--- src/rtl/exec_slice_pkg.sv ---
// Shared constants and carrier types for the move and halfword multiply slice
package exec_slice_pkg;

    // Data widths
    localparam int unsigned XLEN = 32;
    localparam int unsigned NUM_W = 10;
    localparam int unsigned MASK_W = 8;
    localparam int unsigned GROUP_W = 4;

    // Condition register result field, big-endian bits 0:3
    localparam int unsigned CR0_LT_BIT = 31;
    localparam int unsigned CR0_GT_BIT = 30;
    localparam int unsigned CR0_EQ_BIT = 29;
    localparam int unsigned CR0_SO_BIT = 28;
    localparam int unsigned CR0_LSB = 28;

    // Time base register numbers and their encoded field values
    localparam logic [NUM_W-1:0] TB_LOW_NUM = 10'h10C;
    localparam logic [NUM_W-1:0] TB_HIGH_NUM = 10'h10D;
    localparam logic [NUM_W-1:0] TB_LOW_FIELD = 10'h188;
    localparam logic [NUM_W-1:0] TB_HIGH_FIELD = 10'h1A8;

    // Field bit that marks a privileged special register (instruction bit 11)
    localparam int unsigned SPEC_PRIV_BIT = 9;
    // Machine state bit that marks user state
    localparam int unsigned MSR_USER_BIT = 14;

    // Register port map
    localparam int unsigned ADDR_W = 8;
    localparam logic [ADDR_W-1:0] ADDR_COND = 8'h00;
    localparam logic [ADDR_W-1:0] ADDR_MSTATE = 8'h04;
    localparam logic [ADDR_W-1:0] ADDR_TB_LOW = 8'h08;
    localparam logic [ADDR_W-1:0] ADDR_TB_HIGH = 8'h0C;
    localparam logic [ADDR_W-1:0] ADDR_STATUS = 8'h10;
    localparam logic [ADDR_W-1:0] ADDR_CTRL = 8'h14;

    // Field positions and reset values
    localparam int unsigned CTRL_TB_EN_BIT = 0;
    localparam int unsigned STAT_PRIV_BIT = 0;
    localparam int unsigned STAT_ILL_BIT = 1;
    localparam logic [XLEN-1:0] COND_RESET = 32'h0000_0000;
    localparam logic [XLEN-1:0] MSTATE_RESET = 32'h0000_0000;
    localparam logic [XLEN-1:0] CTRL_RESET = 32'h0000_0001;
    localparam logic [63:0] TB_RESET = 64'h0000_0000_0000_0000;

    // Operations accepted on the issue port
    typedef enum logic [3:0] {
        OP_NONE,
        OP_MOVE_COND_FIELDS,
        OP_MOVE_ALL_COND,
        OP_MOVE_DEVCTL,
        OP_MOVE_MACHSTATE,
        OP_MOVE_SPECIAL,
        OP_READ_TB_LOW,
        OP_READ_TB_UPPER,
        OP_READ_TB_NUM,
        OP_MUL_CROSS,
        OP_MUL_HIGH,
        OP_MUL_LOW,
        OP_MUL_HIGH_WORD
    } op_type;

    typedef enum logic {
        ST_RUN,
        ST_SYNC
    } sync_state_type;

    typedef struct packed {
        logic              valid;
        op_type            op;
        logic [MASK_W-1:0] field_mask;
        logic [NUM_W-1:0]  num_field;
        logic              record_flag;
        logic              bit31;
        logic              unsigned_flag;
        logic [4:0]        dest_idx;
        logic [XLEN-1:0]   value_gpr;
        logic [XLEN-1:0]   multiplicand_gpr;
        logic [XLEN-1:0]   multiplier_gpr;
    } issue_type;

    typedef struct packed {
        logic            valid;
        logic            gpr_we;
        logic [4:0]      dest_idx;
        logic [XLEN-1:0] dest_gpr;
        logic            priv_fault;
        logic            illegal;
    } retire_type;

    typedef struct packed {
        logic             we;
        logic [NUM_W-1:0] num;
        logic [XLEN-1:0]  data;
    } side_wr_type;

endpackage

--- src/rtl/hw_mul_unit.sv ---
// Halfword and high-word multiplier shared by all multiply operations
`timescale 1ns/1ns
module hw_mul_unit
    import exec_slice_pkg::*;
(
    // Operation select
    input  wire op_type          op,
    input  wire logic            unsigned_flag,
    // Operands
    input  wire logic [XLEN-1:0] multiplicand_gpr,
    input  wire logic [XLEN-1:0] multiplier_gpr,
    // Result
    output logic      [XLEN-1:0] product
);

    logic [15:0]        half_a;
    logic [15:0]        half_b;
    logic signed [16:0] ext_a;
    logic signed [16:0] ext_b;
    logic signed [33:0] half_prod;
    logic [63:0]        word_prod;

    // Halfword pick; big-endian 16:31 is the low half
    assign half_a = (op == OP_MUL_HIGH) ? multiplicand_gpr[31:16] : multiplicand_gpr[15:0];
    assign half_b = (op == OP_MUL_LOW) ? multiplier_gpr[15:0] : multiplier_gpr[31:16];

    // One 17x17 signed multiplier serves both signed and unsigned forms
    assign ext_a = {(~unsigned_flag & half_a[15]), half_a};
    assign ext_b = {(~unsigned_flag & half_b[15]), half_b};
    assign half_prod = ext_a * ext_b;

    // Full unsigned word product, upper word kept
    assign word_prod = multiplicand_gpr * multiplier_gpr;
    assign product = (op == OP_MUL_HIGH_WORD) ? word_prod[63:32] : half_prod[31:0];

endmodule

--- src/rtl/cond_field_calc.sv ---
// Result condition field: less, greater, equal and summary overflow
`timescale 1ns/1ns
module cond_field_calc
    import exec_slice_pkg::*;
(
    // Result and current summary overflow
    input  wire logic [XLEN-1:0] result,
    input  wire logic            so_in,
    // Field in big-endian order LT, GT, EQ, SO
    output logic      [3:0]      field
);

    logic is_zero;

    // Compared as signed against zero
    assign is_zero = (result == 32'h0000_0000);
    assign field = {result[XLEN-1], ~result[XLEN-1] & ~is_zero, is_zero, so_in};

endmodule

--- src/rtl/exec_move_mul.sv ---
// Execution unit for condition, control-register moves, time base reads and multiplies
//
// The plain strobed port and the register offsets were decided locally.
`timescale 1ns/1ns
module exec_move_mul
    import exec_slice_pkg::*;
(
    // Clock and reset
    input  wire logic              clk_sys,
    input  wire logic              rst_n,
    // Issue port
    input  wire issue_type         issue_in,
    input  wire logic              older_busy,
    output logic                   issue_ready,
    // Retire port
    output retire_type             retire_out,
    // Control register write ports
    output side_wr_type            devctl_wr,
    output side_wr_type            spec_wr,
    // Fixed-point summary overflow, read only
    input  wire logic              so_in,
    // Register port
    input  wire logic [ADDR_W-1:0] reg_addr,
    input  wire logic [XLEN-1:0]   reg_wdata,
    input  wire logic              reg_wr,
    input  wire logic              reg_rd,
    output logic      [XLEN-1:0]   reg_rdata,
    // Architectural state view
    output logic      [XLEN-1:0]   cond_reg,
    output logic      [XLEN-1:0]   machine_state_reg
);

    // Swap the two 5-bit halves of an encoded register number
    function automatic logic [NUM_W-1:0] swap_num(input logic [NUM_W-1:0] f);
        swap_num = {f[4:0], f[9:5]};
    endfunction

    // Widen each mask bit to a 4-bit group; mask bit 0 is the rightmost group, bits 3:0
    function automatic logic [XLEN-1:0] expand_mask(input logic [MASK_W-1:0] m);
        logic [XLEN-1:0] r;
        r = '0;
        for (int k = 0; k < MASK_W; k++)
        begin
            r[k*GROUP_W +: GROUP_W] = {GROUP_W{m[k]}};
        end
        expand_mask = r;
    endfunction

    sync_state_type  state_ff;
    sync_state_type  nxt_state;
    logic [XLEN-1:0] cond_ff;
    logic [XLEN-1:0] nxt_cond;
    logic [XLEN-1:0] mstate_ff;
    logic [XLEN-1:0] ctrl_ff;
    logic [63:0]     tb_ff;
    logic [63:0]     nxt_tb;
    logic [1:0]      status_ff;
    logic [1:0]      nxt_status;
    retire_type      retire_ff;
    side_wr_type     devctl_ff;
    side_wr_type     spec_ff;
    logic [XLEN-1:0] rdata_ff;

    logic            take;
    logic            user_state;
    logic            priv_op;
    logic            priv_fault;
    logic            illegal;
    logic            exec_ok;
    logic            is_mul;
    logic            is_tb;
    logic            is_cond_move;
    logic [NUM_W-1:0] reg_num;
    logic            tb_sel_high;
    logic [XLEN-1:0] product;
    logic [3:0]      rec_field;
    logic [XLEN-1:0] cond_mask;
    logic [XLEN-1:0] moved_cond;
    logic [XLEN-1:0] recorded_cond;
    logic [XLEN-1:0] dest_value;
    logic            sync_hold;
    logic            wr_cond;
    logic            wr_ctrl;
    logic            wr_tb_low;
    logic            wr_tb_high;
    logic            wr_status;
    logic [XLEN-1:0] read_mux;

    // Operation classes
    assign is_mul = (issue_in.op == OP_MUL_CROSS) | (issue_in.op == OP_MUL_HIGH)
                  | (issue_in.op == OP_MUL_LOW) | (issue_in.op == OP_MUL_HIGH_WORD);
    assign is_tb = (issue_in.op == OP_READ_TB_LOW) | (issue_in.op == OP_READ_TB_UPPER)
                 | (issue_in.op == OP_READ_TB_NUM);
    assign is_cond_move = (issue_in.op == OP_MOVE_COND_FIELDS) | (issue_in.op == OP_MOVE_ALL_COND);

    // Machine-state move must not start while older work is in flight
    assign sync_hold = issue_in.valid & (issue_in.op == OP_MOVE_MACHSTATE) & older_busy;
    assign issue_ready = (state_ff == ST_RUN) & ~sync_hold;
    assign take = issue_in.valid & issue_ready;

    // Privilege check against the current machine state
    assign user_state = mstate_ff[MSR_USER_BIT];
    assign priv_op = (issue_in.op == OP_MOVE_DEVCTL)
                   | (issue_in.op == OP_MOVE_MACHSTATE)
                   | ((issue_in.op == OP_MOVE_SPECIAL) & issue_in.num_field[SPEC_PRIV_BIT]);
    assign priv_fault = take & priv_op & user_state;

    // Register number decode shared by device-control, special and time base forms
    assign reg_num = swap_num(issue_in.num_field);
    assign tb_sel_high = (issue_in.op == OP_READ_TB_UPPER)
                       | ((issue_in.op == OP_READ_TB_NUM) & (reg_num == TB_HIGH_NUM));
    assign illegal = take & (issue_in.op == OP_READ_TB_NUM)
                   & (reg_num != TB_LOW_NUM) & (reg_num != TB_HIGH_NUM);
    assign exec_ok = take & ~priv_fault & ~illegal & (issue_in.op != OP_NONE);

    hw_mul_unit u_mul (
        .op               (issue_in.op),
        .unsigned_flag    (issue_in.unsigned_flag),
        .multiplicand_gpr (issue_in.multiplicand_gpr),
        .multiplier_gpr   (issue_in.multiplier_gpr),
        .product          (product)
    );

    // Summary overflow only read here; no overflow state is ever written
    cond_field_calc u_cond (
        .result (product),
        .so_in  (so_in),
        .field  (rec_field)
    );

    // Masked field move; move-all forces every group
    assign cond_mask = expand_mask((issue_in.op == OP_MOVE_ALL_COND) ? 8'hFF : issue_in.field_mask);
    assign moved_cond = (issue_in.value_gpr & cond_mask) | (cond_ff & ~cond_mask);
    assign recorded_cond = {rec_field, cond_ff[CR0_LSB-1:0]};

    // Condition register update; an instruction beats a port write in the same cycle.
    // Bit 31 on a move is ignored; the mask alone decides which groups are written, the result field included.
    assign wr_cond = reg_wr & (reg_addr == ADDR_COND);
    assign nxt_cond = (exec_ok & is_cond_move) ? moved_cond
                    : (exec_ok & is_mul & issue_in.record_flag) ? recorded_cond
                    : wr_cond ? reg_wdata
                    : cond_ff;

    // Result for the destination register
    assign dest_value = is_mul ? product
                      : tb_sel_high ? tb_ff[63:32]
                      : tb_ff[31:0];

    // Time base counts every cycle while enabled; a port write reloads one word
    assign wr_tb_low = reg_wr & (reg_addr == ADDR_TB_LOW);
    assign wr_tb_high = reg_wr & (reg_addr == ADDR_TB_HIGH);
    assign nxt_tb = wr_tb_low ? {tb_ff[63:32], reg_wdata}
                  : wr_tb_high ? {reg_wdata, tb_ff[31:0]}
                  : ctrl_ff[CTRL_TB_EN_BIT] ? tb_ff + 64'h0000_0000_0000_0001
                  : tb_ff;

    // Sticky fault flags; a new fault wins over a write-one clear
    assign wr_ctrl = reg_wr & (reg_addr == ADDR_CTRL);
    assign wr_status = reg_wr & (reg_addr == ADDR_STATUS);
    assign nxt_status[STAT_PRIV_BIT] = priv_fault
                                     | (status_ff[STAT_PRIV_BIT] & ~(wr_status & reg_wdata[STAT_PRIV_BIT]));
    assign nxt_status[STAT_ILL_BIT] = illegal
                                    | (status_ff[STAT_ILL_BIT] & ~(wr_status & reg_wdata[STAT_ILL_BIT]));

    // Read data, unmapped addresses return zero
    assign read_mux = (reg_addr == ADDR_COND) ? cond_ff
                    : (reg_addr == ADDR_MSTATE) ? mstate_ff
                    : (reg_addr == ADDR_TB_LOW) ? tb_ff[31:0]
                    : (reg_addr == ADDR_TB_HIGH) ? tb_ff[63:32]
                    : (reg_addr == ADDR_STATUS) ? {30'h0000_0000, status_ff}
                    : (reg_addr == ADDR_CTRL) ? ctrl_ff
                    : 32'h0000_0000;

    // One stall cycle after a machine-state move so the next instruction sees it
    always_comb
    begin
        nxt_state = state_ff;
        case (state_ff)
            ST_RUN:
            begin
                if (exec_ok & (issue_in.op == OP_MOVE_MACHSTATE))
                begin
                    nxt_state = ST_SYNC;
                end
            end
            ST_SYNC:
            begin
                nxt_state = ST_RUN;
            end
            default:
            begin
                nxt_state = ST_RUN;
            end
        endcase
    end

    // Architectural state
    always_ff @(posedge clk_sys or negedge rst_n)
    begin
        if (!rst_n)
        begin
            state_ff  <= ST_RUN;
            cond_ff   <= COND_RESET;
            mstate_ff <= MSTATE_RESET;
            ctrl_ff   <= CTRL_RESET;
            tb_ff     <= TB_RESET;
            status_ff <= 2'h0;
        end
        else
        begin
            state_ff  <= nxt_state;
            cond_ff   <= nxt_cond;
            tb_ff     <= nxt_tb;
            status_ff <= nxt_status;
            if (exec_ok & (issue_in.op == OP_MOVE_MACHSTATE))
            begin
                mstate_ff <= issue_in.value_gpr;
            end
            if (wr_ctrl)
            begin
                ctrl_ff <= reg_wdata;
            end
        end
    end

    // Retire record, one cycle after issue
    always_ff @(posedge clk_sys or negedge rst_n)
    begin
        if (!rst_n)
        begin
            retire_ff <= '0;
        end
        else
        begin
            retire_ff.valid      <= take;
            retire_ff.gpr_we     <= exec_ok & (is_mul | is_tb);
            retire_ff.dest_idx   <= issue_in.dest_idx;
            retire_ff.dest_gpr   <= dest_value;
            retire_ff.priv_fault <= priv_fault;
            retire_ff.illegal    <= illegal;
        end
    end

    // Device-control and special register writes; faults suppress them
    always_ff @(posedge clk_sys or negedge rst_n)
    begin
        if (!rst_n)
        begin
            devctl_ff <= '0;
            spec_ff   <= '0;
        end
        else
        begin
            devctl_ff.we   <= exec_ok & (issue_in.op == OP_MOVE_DEVCTL);
            devctl_ff.num  <= reg_num;
            devctl_ff.data <= issue_in.value_gpr;
            spec_ff.we     <= exec_ok & (issue_in.op == OP_MOVE_SPECIAL);
            spec_ff.num    <= reg_num;
            spec_ff.data   <= issue_in.value_gpr;
        end
    end

    // Read data stands only in the cycle after the strobe
    always_ff @(posedge clk_sys or negedge rst_n)
    begin
        if (!rst_n)
        begin
            rdata_ff <= 32'h0000_0000;
        end
        else
        begin
            rdata_ff <= reg_rd ? read_mux : 32'h0000_0000;
        end
    end

    assign retire_out = retire_ff;
    assign devctl_wr = devctl_ff;
    assign spec_wr = spec_ff;
    assign reg_rdata = rdata_ff;
    assign cond_reg = cond_ff;
    assign machine_state_reg = mstate_ff;

endmodule

--- config.mk ---
export PLATFORM = sky130hd
export DESIGN_NAME = exec_move_mul
export DESIGN_NICKNAME = d
export VERILOG_FILES = /design/src/rtl/exec_slice_pkg.sv /design/src/rtl/hw_mul_unit.sv /design/src/rtl/cond_field_calc.sv /design/src/rtl/exec_move_mul.sv
export SDC_FILE = /design/constraint.sdc
export NUM_CORES = 2
export LEC_CHECK = 0
export BUFFER_PORTS_ARGS = -buffer_cell sky130_fd_sc_hd__buf_2
export CORE_ASPECT_RATIO = 0.6
export CORE_MARGIN = 4
export CORE_UTILIZATION = 35
export CTS_CLUSTER_DIAMETER = 150
export DETAILED_ROUTE_END_ITERATION = 7
export MAX_ROUTING_LAYER = met4
export REMOVE_ABC_BUFFERS = 1
export SYNTH_ARGS = -nofsm -noshare
export SYNTH_HDL_FRONTEND = slang
export SYNTH_SLANG_ARGS = --single-unit
--- constraint.sdc ---
create_clock -name clk_sys -period 6.4 [get_ports clk_sys]
set_clock_uncertainty 0.2 [all_clocks]
set_input_delay 0.64 -clock clk_sys [delete_from_list [all_inputs] [get_ports clk_sys]]
set_output_delay 0.64 -clock clk_sys [all_outputs]
set_load 0.02 [all_outputs]
# Word level (Yosys, flattened, before mapping)
# Index checks and enable logic that the tools add are counted.
# op_classes
eq_ne	22
mux	21
n_reduce_logical	10
shifts	0
order_cmp	0
div	0
addsub	1
n_mul	2
n_bitwise	59
# op_table
operator	n
two-way mux 32 bit	14
two-way mux 64 bit	2
adder 64 x 1 -> 64 bit, second input constant	1
AND 32 bit	2
multiplier 32 x 32 -> 64 bit	1
AND 1 bit	33
logical NOT 32 bit	1
multiplier 17 x 17 -> 32 bit	1
two-way mux 16 bit	2
inverter 32 bit	1
bitwise OR 32 bit	1
equality test 4 bit, second input constant	5
inequality test 10 x 9 -> 1 bit, second input constant	2
equality test 4 x 3 -> 1 bit, second input constant	4
equality test 8 x 4 -> 1 bit, second input constant	2
equality test 8 x 5 -> 1 bit, second input constant	2
bitwise OR 1 bit	12
equality test 10 x 9 -> 1 bit, second input constant	1
inverter 1 bit	10
equality test 4 x 2 -> 1 bit, second input constant	2
equality test 8 x 3 -> 1 bit, second input constant	1
logical NOT 8 bit	1
two-way mux 8 bit	1
AND reduction 2 bit	3
other kinds (7)	10
# word_totals
elab_cells	134
latchBits	0
in_bits	173
reg_bits	280
rom_bits	0
out_inout_bits	224
ram_bits	0
memories	0

# Logic depth before layout (Yosys ltp)
# depth
ltp_word	16
ltp_mapped	34
mapped_depth_nobuf	30

# Cells and area by module
# From an unflattened synthesis, not the netlist that was laid out.
# hier_totals
hier_cells	6218
hier_area_um2	57345.0
# modules_own_cells
mod	area_each_um2	seq_area_each_um2	cells_per_inst	n_inst
hw_mul_unit	43501.7	0.0	4808	1
exec_move_mul	13738.2	7008.0	1395	1
cond_field_calc	105.1	0.0	15	1

# Least setup slack after synthesis
# Ideal clock, no wire load.
# synth_timing
kind	input -> register
from	input issue_in[122] in the netlist's numbering
to	register (tool-made name)
stages	33
slack_ps	-2723
required_ps	6081
arrival_time_ps	8804
cell_sequence	clkbuf_1 > nand2_1 > or2_2 > clkbuf_1 > buf_2 > buf_1 > mux2_2 > clkbuf_1 > nand2_1 > fa_1 > inv_1 > fa_1 > inv_1 > fa_1 > inv_1 > fa_1 > inv_1 > fa_1 > inv_1 > fa_1 > ha_1 > and2_1 > a311o_1 > a32oi_1 > o311ai_1 > xnor2_1 > o2bb2ai_1 > nor2_1 > o211ai_1 > or4_1 > or4_1 > or4b_4 > o21a_1
# synth_rtl
element	line_no	text
start, declared	exec_move_mul.sv:12	input wire issue_type issue_in,

==> reports/results.ini <==
[outcome]
status = complete, but fails checks
violations = hold timing, setup timing

[cts]
cts_tree = built
clk_latency_ns = 0.59
clock_path_buffers = 3
cts_buffers = 26
path_clk_slew_ns = 0.07
cts_htree_levels = 1
cts_root_buf = clkbuf_16
numClockSinks = 280

[sta]
fin_setup_tns_ns = -45.54
period_minus_slack_ns = 8.84
setup_ws_ns = -2.44
rsz0062_at_grt = true
hold_viol = 51
max-slew-margin-rel = 0.0821
setup_viol = 35
finalMaxSlewViolations = 0
timing.fmax_mhz = 113
tightest_slew_ns = 1.37
finalCritPeriodShare = 1.38
whs_ns = -0.0691

[grt]
antenna_found_initial = 4
grt_max_degree = 157
grt_pass1_vias = 49500
grt_pass1_wl_mm = 318
grtUsageTotal = 0.252
grt_overflow = 0

[detailed_routing]
drt-vias-per-instance = 5.09
routed_wl_mm = 206
wire_per_inst_um = 22.2
via_count = 47400
ant_nets = 0
drc = 0
drt_first_iter_violations = 4473
drtPass1Iterations = 5

[yosys]
synth-xor-area-share = 0.0152
synth_cell_types = 93
yosysSeqAreaShare = 0.123
yosys_warnings = 0
synth_top_family_by_area = adder cells
async_flop_share = 1.00
syn_inst = 6217
synth_fa_ha_area_frac = 0.488
synthMuxAreaShare = 0.0321
netlist.area_leader.share = 0.413
synth_edf_count = 0
synth_ff_type = dfrtp_1
synthTopCellsByArea = fa_1 41%, dfrtp_1 12%, inv_1 7.7%
synth_seq_cells = 280
synth_top_area_cell = fa_1
synth_compound_area_frac = 0.0675
syn_area_per_cell_sq_um = 9.18
syn_area_sq_mm = 0.0571
synth-simple-area-share = 0.171

[floorplanning]
die_x_um = 529
core_area_sq_mm = 0.162
rows = 114
die_h_um = 321
ioPinCount = 397
dieArea_sq_mm = 0.170
initial_core_util = 0.353

[setup_path]
startpoint_type = primary input
critPathSlowestCell = fa_2
cp.arrival_ns = 9.11
crit_family = adder cells
crit_path_frequent_cell = fa_1
required_ns = 6.68
cp_num_buf_inv = 7
endpoint_kind = flip-flop
critPathKind = primary input to flip-flop
critPathMaxStageDelay_ns = 0.61
cp_max_fo = 7

[finish]
layout_common_cells = 1141 x inv_1, 1104 x fa_1, 861 x nand2_1
final_nets = 8822
drive_gt1_frac = 0.244
fin_cells = 9301
layout_commonest_cell = inv_1
nFillCells = 15500
ff_latch_area_sq_mm = 0.00701
area_delta_synth_final_pct = 24.8
multi_input_area_sq_mm = 0.0462

[place]
dpl.cell_count = 9119
gp_congestion = 0.974
numPortBuffers = 395
hpwl_mm = 172

[job]
max_cap_viol_count = 0

[worst_hold_path]
min_path_type = primary input to async pin

final timing paths:
| path | startpoint | to | slack (ns) | cells after the start |
|---|---|---|---|---|
| worst max-delay path | issue_in[10] | flip-flop | -2.44 | 29 |
| worst min-delay path | rst_n | spec_wr[20] | -0.07 | 1 |
| worst max register to register | tb_ff[20] | tb_ff[43] | 2.14 | 8 |
| worst min register to register | status_ff[1] | status_ff[1] | 0.29 | 1 |
| max in group asynchronous | rst_n | machine_state_reg[3] | 4.48 | 2 |
| min in group clk_sys | issue_in[105] | spec_wr[38] | 0.02 | 1 |
metrics by stage:
| stage | area [sq um] | setup slack, ns | util | hold WS [ns] |
|---|---|---|---|---|
| 2_1_floorplan | 55600 | -3.44 | - | 0.144 |
| 3_3_place_gp | 66200 | -3.48 | 0.410 | 0.255 |
| 3_5_place_dp | 66200 | -3.64 | 0.410 | 0.266 |
| 4_1_cts | 70200 | -2.30 | 0.434 | 0.00246 |
| 5_1_grt | 71200 | -2.62 | 0.441 | 0.000581 |
| 6_report | 71200 | -2.44 | 0.441 | -0.0691 |
kinds of logic after synthesis:
| group | count (synthesis) |
|---|---|
| flip-flops | 280 |
| AO/OA/AOI/OAI | 611 |
| adder cells (fa/ha/maj) | 1520 |
| multiplexers | 158 |
| AND/OR/NAND/NOR | 2023 |
| XOR/XNOR | 98 |
| buffers and inverters | 1527 |
synth_stat cells (all sizes together), types with 12 or more instances:
cell and n:
nand4 34, nor2 276, nand3 51, ha 343
or2 15, and3 17, o211ai 16, a21o 32
dfrtp 279, o22ai 29, nor3 26, a21oi 163
mux2i 57, nand2 880, o21a 12, o31ai 20
a221oi 22, clkbuf 297, a31oi 14, inv 1167
buf 62, a211oi 15, xor2 39, mux2 90
and2 617, nor2b 42, nand2b 13, fa 1177
o21ai 175, a22oi 61, xnor2 59
final cells by class:
cell class / count / area share
Sequential cell: 280 / 0.0984
Timing Repair Buffer: 1243 / 0.141
Multi-Input combinational cell: 4410 / 0.648
Clock buffer: 38 / 0.0105
Tap cell: 2146 / 0.0377
Clock inverter: 10 / 0.00256
Inverter: 1168 / 0.0615
Antenna cell: 6 / 0.000211
metal layers:
layer,share of wire,track usage,vias to the layer above,routed length [um]
met4,0.013,0.0272,0,2680
met1,0.47,0.385,24300,97100
li1,-,-,20700,-
met2,0.40,0.338,2155,82500
met3,0.12,0.0719,184,23800
met5,0,-,-,0
timing repair:
| item | in CTS | in global routing |
|---|---|---|
| pin swaps | 164 | 114 |
| setup endpoints to repair | 35 | 35 |
| setup buffers | 72 | 40 |
| resized for setup | 506 | 169 |
| hold buffers | 22 | 0 |
| endpoints found under the hold margin | 22 | 0 |
| cloned | 10 | 3 |
Power is left out: the tool's default activity adds up to more than one toggle a clock period on the data nets, which glitch-free logic cannot reach.
